### src/verilog/lcsd_pkg.sv
// constants and register map for the linked cable status block
// Operation
// - A negative link pulse sets the polarity flag, seen at bit 12 of the status word and bit 4 of the 10Mb word.
// - The polarity flag only has meaning in 10Mb modes and is held clear at 100Mb.
// - The receiver inverts incoming data itself while the polarity flag is set.
// - During auto-negotiation with auto crossover on, swapped pairs are detected and MDIX is chosen, else MDI.
// - The resolved crossover state shows at bit 14 of the status word.
// - Frequency offset is reported only at 100Mb with a valid link, through the frequency readout register.
// - Both the long-term offset and the current frequency-control value are exposed.
// - The electrical cable length is produced only at 100Mb with a valid link.
// - The cable length is reported in meters in one register, read in a single access.
// - Length is slope times the digital equalizer coefficient plus offset, the pair chosen by the analog setting.
// - Each receiver decision carries one of three symbol levels and an error against the ideal level.
// - Error variance is summed over a 2, 4, 6 or 8 ms window chosen in the variance control register.
// - A variance is kept per symbol level and the three are added into one readable sum.
// - While enabled, a fresh sum is published at the end of every window.
// - Clearing the enable stops the variance computation.
`default_nettype none
package lcsd_pkg;
  localparam int unsigned CLK_HZ = 50_000_000;
  localparam int unsigned MS_PER_S = 1000;
  localparam int unsigned MS_CYCLES_DFLT = CLK_HZ / MS_PER_S;
  localparam int unsigned WIN_STEP_MS = 2;

  localparam logic [7:0] REG_PHY_STS = 8'h00;
  localparam logic [7:0] REG_TEN_SC = 8'h04;
  localparam logic [7:0] REG_FREQ = 8'h08;
  localparam logic [7:0] REG_LEN = 8'h0C;
  localparam logic [7:0] REG_VAR_CTRL = 8'h10;
  localparam logic [7:0] REG_VAR_DATA = 8'h14;
  localparam logic [7:0] REG_VAR_CNT = 8'h18;

  localparam int unsigned PHY_LINK_BIT = 0;
  localparam int unsigned PHY_SPD_BIT = 1;
  localparam int unsigned PHY_POL_BIT = 12;
  localparam int unsigned PHY_MDIX_BIT = 14;
  localparam int unsigned TEN_POL_BIT = 4;
  localparam int unsigned VC_EN_BIT = 0;
  localparam int unsigned VC_TSEL_LSB = 1;
  localparam int unsigned FREQ_CTL_LSB = 8;

  localparam int unsigned LVL_NUM = 3;
  localparam logic [1:0] LVL_CODE [LVL_NUM] = '{2'h3, 2'h0, 2'h1};
  localparam int unsigned ACC_W = 36;
  localparam int unsigned SUM_W = 38;
  localparam logic [31:0] VAR_SAT = 32'hFFFF_FFFF;
  localparam logic [31:0] WORD_ZERO = 32'h0000_0000;

  localparam int unsigned AEQ_W = 3;
  localparam int unsigned SLOPE_FRAC = 4;
  localparam logic [7:0] LEN_MAX = 8'hFF;
  localparam logic [7:0] LEN_SLOPE [2**AEQ_W] = '{8'h08, 8'h0A, 8'h0C, 8'h0E, 8'h10, 8'h12, 8'h14, 8'h16};
  localparam logic [7:0] LEN_OFFSET [2**AEQ_W] = '{8'h00, 8'h10, 8'h20, 8'h30, 8'h40, 8'h50, 8'h60, 8'h70};
endpackage
`default_nettype wire

### src/verilog/lcsd_len_coef.sv
// slope and offset table for the cable length estimate, registered read
`default_nettype none
module lcsd_len_coef
  import lcsd_pkg::*;
(
  input  wire logic             clk_in,
  input  wire logic             resetn_in,
  input  wire logic [AEQ_W-1:0] sel_in,
  output logic      [7:0]       slope_out,
  output logic      [7:0]       offset_out
);
  typedef struct packed {
    logic [7:0] slope;
    logic [7:0] offset;
  } lcsd_coef_t;

  lcsd_coef_t s_q;
  lcsd_coef_t s_d;

  always_comb begin
    s_d = s_q;
    s_d.slope = LEN_SLOPE[sel_in];
    s_d.offset = LEN_OFFSET[sel_in];
  end

  always_ff @(posedge clk_in or negedge resetn_in) begin
    if (!resetn_in) begin
      s_q <= '0;
    end else begin
      s_q <= s_d;
    end
  end

  assign slope_out = s_q.slope;
  assign offset_out = s_q.offset;
endmodule
`default_nettype wire

### src/verilog/lcsd_top.sv
// linked cable status: polarity, crossover, frequency, length and variance
//
// The implementer's own choices: register access over Wishbone and the register offsets.
`default_nettype none
module lcsd_top
  import lcsd_pkg::*;
#(
  parameter int unsigned MS_CYCLES = MS_CYCLES_DFLT
) (
  input  wire logic              clk_in,
  input  wire logic              resetn_in,
  input  wire logic              wb_cyc_in,
  input  wire logic              wb_stb_in,
  input  wire logic              wb_we_in,
  input  wire logic [7:0]        wb_adr_in,
  input  wire logic [3:0]        wb_sel_in,
  input  wire logic [31:0]       wb_dat_in,
  output logic      [31:0]       wb_dat_out,
  output logic                   wb_ack_out,
  input  wire logic              link_valid_in,
  input  wire logic              speed_100_in,
  input  wire logic              neg_link_pulse_in,
  input  wire logic              pos_link_pulse_in,
  input  wire logic              rx_data_in,
  output logic                   rx_data_out,
  input  wire logic              autoneg_active_in,
  input  wire logic              auto_mdix_en_in,
  input  wire logic              pair_swap_in,
  output logic                   mdix_out,
  input  wire logic [7:0]        freq_offset_in,
  input  wire logic [7:0]        freq_ctrl_in,
  input  wire logic [AEQ_W-1:0]  analog_equalizer_setting_in,
  input  wire logic [7:0]        digital_equalizer_coeff_in,
  input  wire logic              sym_valid_in,
  input  wire logic [1:0]        sym_level_in,
  input  wire logic signed [7:0] sym_err_in
);
  typedef logic [ACC_W-1:0] lcsd_acc_t;

  typedef struct packed {
    logic                        pol;
    logic                        rx;
    logic                        mdix;
    logic [7:0]                  foff;
    logic [7:0]                  fctl;
    logic [7:0]                  len;
    logic                        en;
    logic [1:0]                  tsel;
    logic [15:0]                 cyc;
    logic [3:0]                  ms;
    logic [LVL_NUM-1:0][ACC_W-1:0] acc;
    logic [31:0]                 var_data;
    logic [15:0]                 win_cnt;
    logic                        ack;
    logic [31:0]                 rdat;
  } lcsd_state_t;

  lcsd_state_t s_q;
  lcsd_state_t s_d;

  logic                          lnk100;
  logic [7:0]                    slope;
  logic [7:0]                    offset;
  logic [15:0]                   prod;
  logic [8:0]                    len_sum;
  logic [15:0]                   sq;
  logic [LVL_NUM-1:0]            hit;
  logic [LVL_NUM-1:0][ACC_W-1:0] acc_nx;
  logic [SUM_W-1:0]              sum3;
  logic [31:0]                   sum_sat;
  logic [3:0]                    win_ms;
  logic                          ms_tick;
  logic                          win_end;
  logic                          wb_req;

  // frequency and length only mean something on a live 100Mb link
  assign lnk100 = link_valid_in & speed_100_in;
  assign wb_req = wb_cyc_in & wb_stb_in;

  lcsd_len_coef u_coef (
    .clk_in     (clk_in),
    .resetn_in  (resetn_in),
    .sel_in     (analog_equalizer_setting_in),
    .slope_out  (slope),
    .offset_out (offset)
  );

  // slope is fixed point, so the product drops its fraction bits
  assign prod = 16'(slope) * 16'(digital_equalizer_coeff_in);
  assign len_sum = 9'(prod >> SLOPE_FRAC) + 9'(offset);

  // squared error against the ideal level; an 8 bit error cannot overflow 16 bits
  assign sq = 16'(sym_err_in * sym_err_in);

  for (genvar g = 0; g < LVL_NUM; g++) begin : g_lvl
    assign hit[g] = sym_valid_in && (sym_level_in == LVL_CODE[g]);
    assign acc_nx[g] = s_q.acc[g] + (hit[g] ? lcsd_acc_t'(sq) : lcsd_acc_t'(0));
  end

  assign sum3 = SUM_W'(acc_nx[0]) + SUM_W'(acc_nx[1]) + SUM_W'(acc_nx[2]);
  // saturate rather than wrap so a noisy link never reads as a clean one
  assign sum_sat = (|sum3[SUM_W-1:32]) ? VAR_SAT : sum3[31:0];

  assign win_ms = 4'((32'(s_q.tsel) + 1) * WIN_STEP_MS);
  assign ms_tick = s_q.en && (s_q.cyc == 16'(MS_CYCLES - 1));
  assign win_end = ms_tick && (s_q.ms == win_ms - 4'h1);

  always_comb begin
    logic [31:0] rd;
    rd = WORD_ZERO;
    s_d = s_q;

    // polarity: set wins over the positive pulse clear on the same cycle, the 100Mb clear wins over both
    if (speed_100_in) begin
      s_d.pol = 1'b0;
    end else if (neg_link_pulse_in) begin
      s_d.pol = 1'b1;
    end else if (pos_link_pulse_in) begin
      s_d.pol = 1'b0;
    end
    s_d.rx = rx_data_in ^ s_q.pol;

    // crossover decided only while negotiating, held afterwards
    if (autoneg_active_in) begin
      s_d.mdix = auto_mdix_en_in & pair_swap_in;
    end

    if (lnk100) begin
      s_d.foff = freq_offset_in;
      s_d.fctl = freq_ctrl_in;
      s_d.len = len_sum[8] ? LEN_MAX : len_sum[7:0];
    end else begin
      s_d.foff = '0;
      s_d.fctl = '0;
      s_d.len = '0;
    end

    // variance window, millisecond ticks from a cycle divider
    if (!s_q.en) begin
      s_d.cyc = '0;
      s_d.ms = '0;
      s_d.acc = '0;
    end else begin
      s_d.cyc = ms_tick ? 16'h0000 : s_q.cyc + 16'h0001;
      if (ms_tick) begin
        s_d.ms = s_q.ms + 4'h1;
      end
      if (win_end) begin
        s_d.ms = '0;
        s_d.acc = '0;
        s_d.var_data = sum_sat;
        s_d.win_cnt = s_q.win_cnt + 16'h0001;
      end else begin
        s_d.acc = acc_nx;
      end
    end

    // register read decode, unmapped words read zero
    case (wb_adr_in & ~8'h03)
      REG_PHY_STS: begin
        rd[PHY_LINK_BIT] = link_valid_in;
        rd[PHY_SPD_BIT] = speed_100_in;
        rd[PHY_POL_BIT] = s_q.pol;
        rd[PHY_MDIX_BIT] = s_q.mdix;
      end
      REG_TEN_SC: begin
        rd[TEN_POL_BIT] = s_q.pol;
      end
      REG_FREQ: begin
        rd[7:0] = s_q.foff;
        rd[FREQ_CTL_LSB +: 8] = s_q.fctl;
      end
      REG_LEN: begin
        rd[7:0] = s_q.len;
      end
      REG_VAR_CTRL: begin
        rd[VC_EN_BIT] = s_q.en;
        rd[VC_TSEL_LSB +: 2] = s_q.tsel;
      end
      REG_VAR_DATA: begin
        rd = s_q.var_data;
      end
      REG_VAR_CNT: begin
        rd[15:0] = s_q.win_cnt;
      end
      default: begin
        rd = WORD_ZERO;
      end
    endcase

    // one wait state: ack rises the cycle after the request, then drops
    s_d.ack = wb_req & ~s_q.ack;
    if (wb_req & ~s_q.ack) begin
      s_d.rdat = rd;
    end
    // write lands on the edge at which the master sees ack
    if (wb_req & s_q.ack & wb_we_in & wb_sel_in[0] & ((wb_adr_in & ~8'h03) == REG_VAR_CTRL)) begin
      s_d.en = wb_dat_in[VC_EN_BIT];
      s_d.tsel = wb_dat_in[VC_TSEL_LSB +: 2];
      // a shorter window picked mid run would leave ms past its end, so restart
      s_d.cyc = '0;
      s_d.ms = '0;
      s_d.acc = '0;
    end
  end

  always_ff @(posedge clk_in or negedge resetn_in) begin
    if (!resetn_in) begin
      s_q <= '0;
    end else begin
      s_q <= s_d;
    end
  end

  assign wb_dat_out = s_q.rdat;
  assign wb_ack_out = s_q.ack;
  assign rx_data_out = s_q.rx;
  assign mdix_out = s_q.mdix;
endmodule
`default_nettype wire

### config.mk
export PLATFORM = sky130hd
export DESIGN_NAME = lcsd_top
export DESIGN_NICKNAME = d
export VERILOG_FILES = /design/src/verilog/lcsd_pkg.sv /design/src/verilog/lcsd_len_coef.sv /design/src/verilog/lcsd_top.sv
export SDC_FILE = /design/constraint.sdc
export NUM_CORES = 1
export LEC_CHECK = 0
export ABC_AREA = 1
export BUFFER_PORTS_ARGS = -buffer_cell sky130_fd_sc_hd__buf_2
export CORE_MARGIN = 4
export CORE_UTILIZATION = 60
export DETAILED_ROUTE_END_ITERATION = 6
export PLACE_DENSITY = 0.79
export SLEW_MARGIN = 20
export SYNTH_ARGS = -nofsm -noshare
export SYNTH_HDL_FRONTEND = slang
export SYNTH_SLANG_ARGS = --single-unit
### constraint.sdc
create_clock -name clk_in -period 9 [get_ports clk_in]
set_input_delay 2.25 -clock clk_in [delete_from_list [all_inputs] [get_ports clk_in]]
set_output_delay 2.25 -clock clk_in [all_outputs]
set_load 0.005 [all_outputs]
==> results_dict.tcl, run 1 <==
set metrics [dict create \
    status "finished with violations" \
    violations "setup timing" \
    setup_viol 32 \
    finalNonFillerCells 3771 \
    layout_setup_ws_ns -0.737 \
    slew_headroom 0.339 \
    power.share.sequential 0.115 \
    slew_violations 0 \
    syn_area_sq_um 20900 \
    initial_core_util 0.607 \
    ys_async_sr_fraction 1.00 \
    clk_transition_reported_paths_ns 0.06 \
    fin_area_sq_um 27700 \
    nets 3634 \
    synthesis.nets 3177 \
    cp.required_ns 9.48 \
    power.total_mw 11.9 \
    pwr-share-comb 0.783 \
    skew_ns 0.0279 \
    dp_hpwl_mm 44.9 \
    cts_root_buffer "clkbuf_16" \
    rsz0062_at_grt "yes" \
    synthTopCellsByArea "dfrtp_1 29%, nand2_1 11%, inv_1 9.7%, fa_1 9.0%, ha_1 8.8%" \
    cap_violations 0 \
    cts_tree "done" \
    whs_path_depth 2 \
    crit_start "sym_err_in[2]" \
    ant_nets 0 \
    diodes 0 \
    yosysTopAreaCellShare 0.291 \
    yosysTopAreaCell "dfrtp_1" \
    routed.top_layer "met4" \
    dieHeight_microns 195 \
    clkPwrFrac 0.102 \
    grt_pass1_vias 21368 \
    crit_cells 49 \
    post_drt_wl_per_cell_microns 17.4 \
    cts.path.max_buffers 3 \
    critPathBufInv 15 \
    clkLatencyLatePin_ns 0.59 \
    clock-sinks 243 \
    power.leakage_nw 14.8 \
    synth_flop_cell "dfrtp_1" \
    drt-met1-wl_mm 25.3 \
    critPathTopFamily "adder cells" \
    rr_startpoint "u_coef.slope_out[2]$_DFF_PN0_" \
    cpPeakStageDelay_ns 0.58 \
    finalHoldViolations 0 \
    rr_worst_depth 24 \
    synth-seq-cells 243 \
    portBuffers 95 \
    post_dp_cell_area_sq_um 24500 \
    slowest_stage "fa_1" \
    die_w_microns 195 \
    final.min_clock_period_ns 9.74 \
    dr.pass1.iters 6 \
    worstMarginPinSlew_ns 0.992 \
    min-delay-path-class "flop to flop" \
    syn_avg_cell_area_sq_um 7.36 \
    drtIter0Drc 1677 \
    dp_cells 3657 \
    postSynthCellCount 2841 \
    grtUsageTotal 0.326 \
    drc_errors 0 \
    ir_drop_uv 577 \
    synth_edf_count 0 \
    crit_end "s_q[50]$_DFFE_PN0P_" \
    p_switching_mw 5.74 \
    dieArea_sq_um 37900 \
    power-per-cell-area_nw_per_um2 430 \
    r2r_slack_ns 3.74 \
    timing.rr.end "s_q[215]$_DFF_PN0_" \
    critPathKind "primary input to flop" \
    p_int_mw 6.21 \
    num_vias 20692 \
    drive_gt1_frac 0.301 \
    wl_met2_mm 32.6 \
    cts_made_buffers 28 \
    h-tree-depth 1 \
    fmax_mhz 103 \
    start_kind "primary input" \
    hold_buffers 0 \
    gp_congestion 0.974 \
    ioPinCount 130 \
    ys_seq_area_frac 0.291 \
    met3WireLength_mm 4.13 \
    path_max_fanout 6 \
    finalWirelength_mm 65.4 \
    vias_per_cell 5.49 \
    final_min_period_over_clock_period 1.08 \
    rows 68 \
    pre_cts_ws_ns -1.45 \
    yosysWarningCount 0 \
    grt_pass1_wl_mm 102 \
    tns_ns -21.16 \
    cp.arrival_ns 10.21 \
    n_fill_cell 2197 \
    worstSetupEndpointType "flop" \
    sw_frac_of_total 0.480 \
    core-area_sq_um 34500 \
    antenna_found_initial 0 \
    grt_max_degree 138 \
    ys_types 55 \
    area_growth_pct 32.6 \
    overflow 0 \
]
[registers in the layout, summed over array words and instances, names as in the netlist]
| register | flops |
|---|---|
| s_q | 204 |
| wb_dat_out | 32 |
| u_coef.offset_out | 1 |
| wb_ack_out | 1 |
| mdix_out | 1 |
| rx_data_out | 1 |
| u_coef.slope_out | 3 |
[layout by cell type (no fill, tap or decap), types with 8 or more instances in the layout]
master and n:
a21o_1 11, a21oi_1 96, a21oi_2 48, a21oi_4 12, and2_1 8, buf_2 86
buf_4 395, buf_6 13, clkbuf_16 28, dfrtp_1 243, fa_1 81, fa_2 13
ha_1 107, ha_4 38, inv_1 500, inv_2 41, nand2_1 511, nand2_2 76
nand2_4 25, nand3_1 92, nand3_2 44, nand4_1 28, nor2_1 320, nor2_2 32
nor2_4 27, nor3_1 41, nor4_1 10, o21ai_0 71, o21ai_1 23, o21ai_2 13
o21bai_1 9, or2_2 8, xnor2_1 31, xor2_1 78, xor2_2 20
[Yosys cell counts (all sizes together), types with 5 or more instances]
library cell / n
a21o: 11
or2: 10
a22oi: 6
inv: 546
clkbuf: 27
dfrtp: 243
xnor2: 37
nand3b: 7
ha: 147
nor4: 16
o211ai: 5
a31oi: 5
nand4: 28
nand2: 613
o21ai: 109
buf: 55
nor3: 47
nor2: 380
o22ai: 8
o21bai: 14
nand3: 139
and2: 9
fa: 94
a21oi: 156
xor2: 100
[area by class of cell]
class | instances | area [sq um] | share of cell area
Clock buffer | 34 | 763 | 0.0275
Clock inverter | 14 | 211 | 0.00762
Tap cell | 455 | 569 | 0.0205
Multi-Input combinational cell | 1970 | 14200 | 0.512
Sequential cell | 243 | 6080 | 0.219
Inverter | 546 | 2060 | 0.0744
Timing Repair Buffer | 509 | 3830 | 0.138
[per-layer routing]
layer / GRT usage / vias to the layer above
met3: 0.0433 / 248
met1: 0.401 / 9880
met5: 0 / -
met4: 0.139 / 0
met2: 0.576 / 866
li1: - / 9698
[worst min-delay path, delay by kind of cell, from the launching register on]
family           cells  cell delay, ns
AND/OR/NAND/NOR      2            0.11
flip-flops           1            0.34
[how the worst min path moves through the flow]
stage / start / end / slack (ns)
CTS: s_q[193]$_DFF_PN0_ / s_q[193]$_DFF_PN0_ / 0.48
global placement: s_q[193]$_DFF_PN0_ / s_q[193]$_DFF_PN0_ / 0.46
global route: s_q[40]$_DFFE_PN0P_ / s_q[40]$_DFFE_PN0P_ / 0.50
finish: wb_dat_out[14]$_DFFE_PN0P_ / wb_dat_out[14]$_DFFE_PN0P_ / 0.48
detailed placement: wb_dat_out[14]$_DFFE_PN0P_ / wb_dat_out[14]$_DFFE_PN0P_ / 0.47
floorplan: s_q[193]$_DFF_PN0_ / s_q[193]$_DFF_PN0_ / 0.43
[kinds of logic (layout without fill, tap and decap cells)]
logic type / Yosys count / after routing / share of synthesized area
AOI/OAI and AO/OA: 334 / 334 / 0.0894
xor gates and xnor gates: 137 / 137 / 0.0574
adders and majority gates: 241 / 241 / 0.178
buffers and inverters: 628 / 1103 / 0.122
DFF: 243 / 243 / 0.291
and+or+nand+nor: 1258 / 1258 / 0.262
[per-stage QoR]
step / utilization / hold slack (ns)
3_3_place_gp: 0.711 / 0.456
4_1_cts: 0.784 / 0.479
6_report: 0.805 / 0.481
5_1_grt: 0.805 / 0.501
3_5_place_dp: 0.711 / 0.467
2_1_floorplan: - / 0.433
[repair_timing]
| action | CTS | global route |
|---|---|---|
| pin swaps | 111 | 106 |
| endpoints found under the setup margin | 32 | 32 |
| setup buffers | 49 | 17 |
| cloned | 5 | 0 |
| resized for setup | 267 | 163 |
[power groups by stage]
stage	Clock [mW]	Sequential [mW]	Combinational, mW
detailed placement	0	1.38	7.81
finish	1.22	1.37	9.35
floorplan	0	1.35	4.43
global route	1.27	1.39	10.1
CTS	1.23	1.36	8.56
global placement	0	1.37	7.64
No activity file was read; power rests on OpenSTA's default activity.
==> inputs of run 2 (changes only) <==
Settings changed: ABC_AREA 1 to 0.
==> results_dict.tcl, run 2 <==
set metrics [dict create \
    h-tree-depth 1 \
    clkPwrFrac 0.257 \
    min-delay-path-class "flop to flop" \
    seq_area_sq_um 6080 \
    vias_per_cell 5.79 \
    post-route-util 0.767 \
    ys_types 75 \
    cts_made_buffers 26 \
    cap_violations 0 \
    power.share.sequential 0.261 \
    drtIter0Drc 1207 \
    pwr-share-comb 0.482 \
    cts_root_buffer "clkbuf_16" \
    synth_edf_count 0 \
    area_growth_pct 26.4 \
    drc_errors 0 \
    critPathTopFamily "adder cells" \
    final.min_clock_period_ns 10.78 \
    finalWirelength_mm 50.4 \
    worstSetupEndpointType "flop" \
    violations "setup timing" \
    worstMarginPinSlew_ns 0.998 \
    cts.path.max_buffers 3 \
    yosysMostFrequentCell "dfrtp_1" \
    n_fill_cell 1943 \
    grt_pass1_vias 16618 \
    gp_congestion 0.959 \
    drive_gt1_frac 0.278 \
    overflow 0 \
    syn_area_sq_um 18600 \
    nets 2693 \
    antenna_found_initial 0 \
    rows 64 \
    post_drt_wl_per_cell_microns 18.2 \
    dp_hpwl_mm 35.0 \
    multi_input_area_sq_um 12100 \
    skew_ns 0.0148 \
    finalHoldViolations 0 \
    rsz0062_at_grt "yes" \
    tns_ns -56.40 \
    diodes 0 \
    clk_transition_reported_paths_ns 0.06 \
    synthTopCellsByArea "dfrtp_1 33%, fa_1 10%, ha_1 9.9%, xnor2_1 5.4%, and2_1 4.3%" \
    power-per-cell-area_nw_per_um2 189 \
    power.leakage_nw 12.1 \
    clock-sinks 243 \
    setup_viol 32 \
    cp_common_cell "fa_1" \
    synth_flop_cell "dfrtp_1" \
    postSynthCellCount 1984 \
    dr.pass1.iters 7 \
    layout_setup_ws_ns -1.78 \
    slowest_stage "or4_4" \
    syn_avg_cell_area_sq_um 9.36 \
    portBuffers 95 \
    core-area_sq_um 30600 \
    path_max_fanout 8 \
    yosysWarningCount 0 \
    clkLatencyLatePin_ns 0.54 \
    yosysTopAreaCell "dfrtp_1" \
    final_min_period_over_clock_period 1.20 \
    ys_seq_area_frac 0.328 \
    critPathBufInv 10 \
    largest_reg_flops 204 \
    pre_cts_ws_ns -2.38 \
    p_switching_mw 1.58 \
    fmax_mhz 92.8 \
    ioPinCount 130 \
    synth-seq-cells 243 \
    layout_commonest_cell "buf_4" \
    layout_common_cells "332 x buf_4, 243 x dfrtp_1, 188 x nor2_1" \
    top_register "s_q" \
    cpPeakStageDelay_ns 0.58 \
    critPathKind "primary input to flop" \
    status "finished with violations" \
    grt_pass1_wl_mm 79.4 \
    ys_async_sr_fraction 1.00 \
    yosysTopAreaCellShare 0.328 \
    synth_commonest_cells "243 x dfrtp_1, 195 x nor2_1, 167 x inv_1" \
    num_vias 16045 \
    grtUsageTotal 0.283 \
    synthesis.nets 2320 \
    die_w_microns 184 \
    slew_headroom 0.334 \
    hold_buffers 0 \
    cts_tree "done" \
    ir_drop_uv 234 \
    initial_core_util 0.607 \
    start_kind "primary input" \
    cp.arrival_ns 11.18 \
    sw_frac_of_total 0.357 \
    p_int_mw 2.85 \
    dieHeight_microns 184 \
    cp.required_ns 9.40 \
    grt_max_degree 110 \
    slew_violations 0 \
    ant_nets 0 \
    dieArea_sq_um 33800 \
]
run 2: cell count changes after synthesis, moves of 78 or more:
cell	before	now
inv_1	541	167
xnor2_1	37	115
nand2_1	598	134
nor2_1	368	195
and2_1	8	128
run 2: worst paths after layout:
kind,startpoint,end,slack [ns],cells past startpoint
max in group asynchronous,resetn_in,s_q[198]$_DFF_PN0_,5.69,2
min in group asynchronous,resetn_in,s_q[206]$_DFF_PN0_,1.78,1
worst max-delay path,sym_err_in[4],s_q[62]$_DFFE_PN0P_,-1.78,39
worst min register to register,wb_dat_out[23]$_DFFE_PN0P_,wb_dat_out[23]$_DFFE_PN0P_,0.47,2
worst min-delay path,wb_dat_out[23]$_DFFE_PN0P_,wb_dat_out[23]$_DFFE_PN0P_,0.47,2
worst max register to register,s_q[153]$_DFF_PN0_,s_q[62]$_DFFE_PN0P_,2.25,27
run 2: per-stage QoR:
stage	instance area, sq um	cells	hold slack (ns)	power, mW
after global routing	23500	2773	0.498	4.65
after global placement	21600	2690	0.443	2.93
final	23500	2773	0.468	4.43
after floorplan	18800	1984	0.425	2.20
after CTS	23000	2760	0.468	4.20
after detailed placement	21600	2690	0.455	2.99
run 2: worst register-to-register path, stage by stage, from the launching register on:
cell and delay [ns]:
dfrtp_1 0.36, ha_1 0.21, ha_1 0.21, a21o_1 0.20, a21o_1 0.22, a2111oi_0 0.61, buf_4 0.24, o21ai_0 0.11
buf_4 0.16, a2111oi_2 0.32, o21bai_2 0.20, and3_1 0.24, xor2_1 0.14, buf_4 0.14, fa_1 0.48, ha_4 0.29
buf_6 0.10, nand4_1 0.19, nor4_4 0.31, a22o_1 0.18, a41o_1 0.19, o2111ai_2 0.21, a2111oi_4 0.43, o21ai_2 0.13
a2111oi_4 0.35, buf_6 0.18, buf_12 0.15, a21oi_4 0.07
run 2: power by group through the flow:
stage	combinational [mW]	sequential [mW]	clock, mW
2_1_floorplan	1.04	1.16	0
3_3_place_gp	1.75	1.17	0
3_5_place_dp	1.82	1.18	0
4_1_cts	1.90	1.15	1.14
5_1_grt	2.29	1.16	1.20
6_report	2.13	1.16	1.14
run 2: cell families (layout without fill, tap and decap cells):
kind of cell             count (synthesis)  after routing  share of synthesized area
AO/OA/AOI/OAI                          336            336                      0.124
flip-flops                             243            243                      0.328
adder cells (fa/ha/maj)                241            241                      0.200
buffers and inverters                  261            654                     0.0605
XOR/XNOR                               195            195                     0.0920
AND/OR/NAND/NOR                        696            696                      0.189
multiplexers                            12             12                    0.00674
run 2: final cells by class:
type	instances	area share
multi-input combinational	1480	0.516
sequential	243	0.259
timing repair buffer	439	0.138
clock buffer	33	0.0315
inverter	167	0.0270
tap	396	0.0211
clock inverter	15	0.00757
run 2: routing by layer:
layer / GRT usage / share of wire / vias up
li1: - / - / 7411
met1: 0.366 / 0.40 / 7890
met2: 0.497 / 0.51 / 597
met3: 0.0425 / 0.058 / 147
met4: 0.0784 / 0.034 / 0
met5: 0 / 0 / -
run 2: repair_timing:
action | in CTS | in global routing
cloned | 3 | 0
setup buffers | 20 | 15
gates resized for setup | 83 | 66
setup endpoints to repair | 32 | 32
pin swaps | 54 | 65
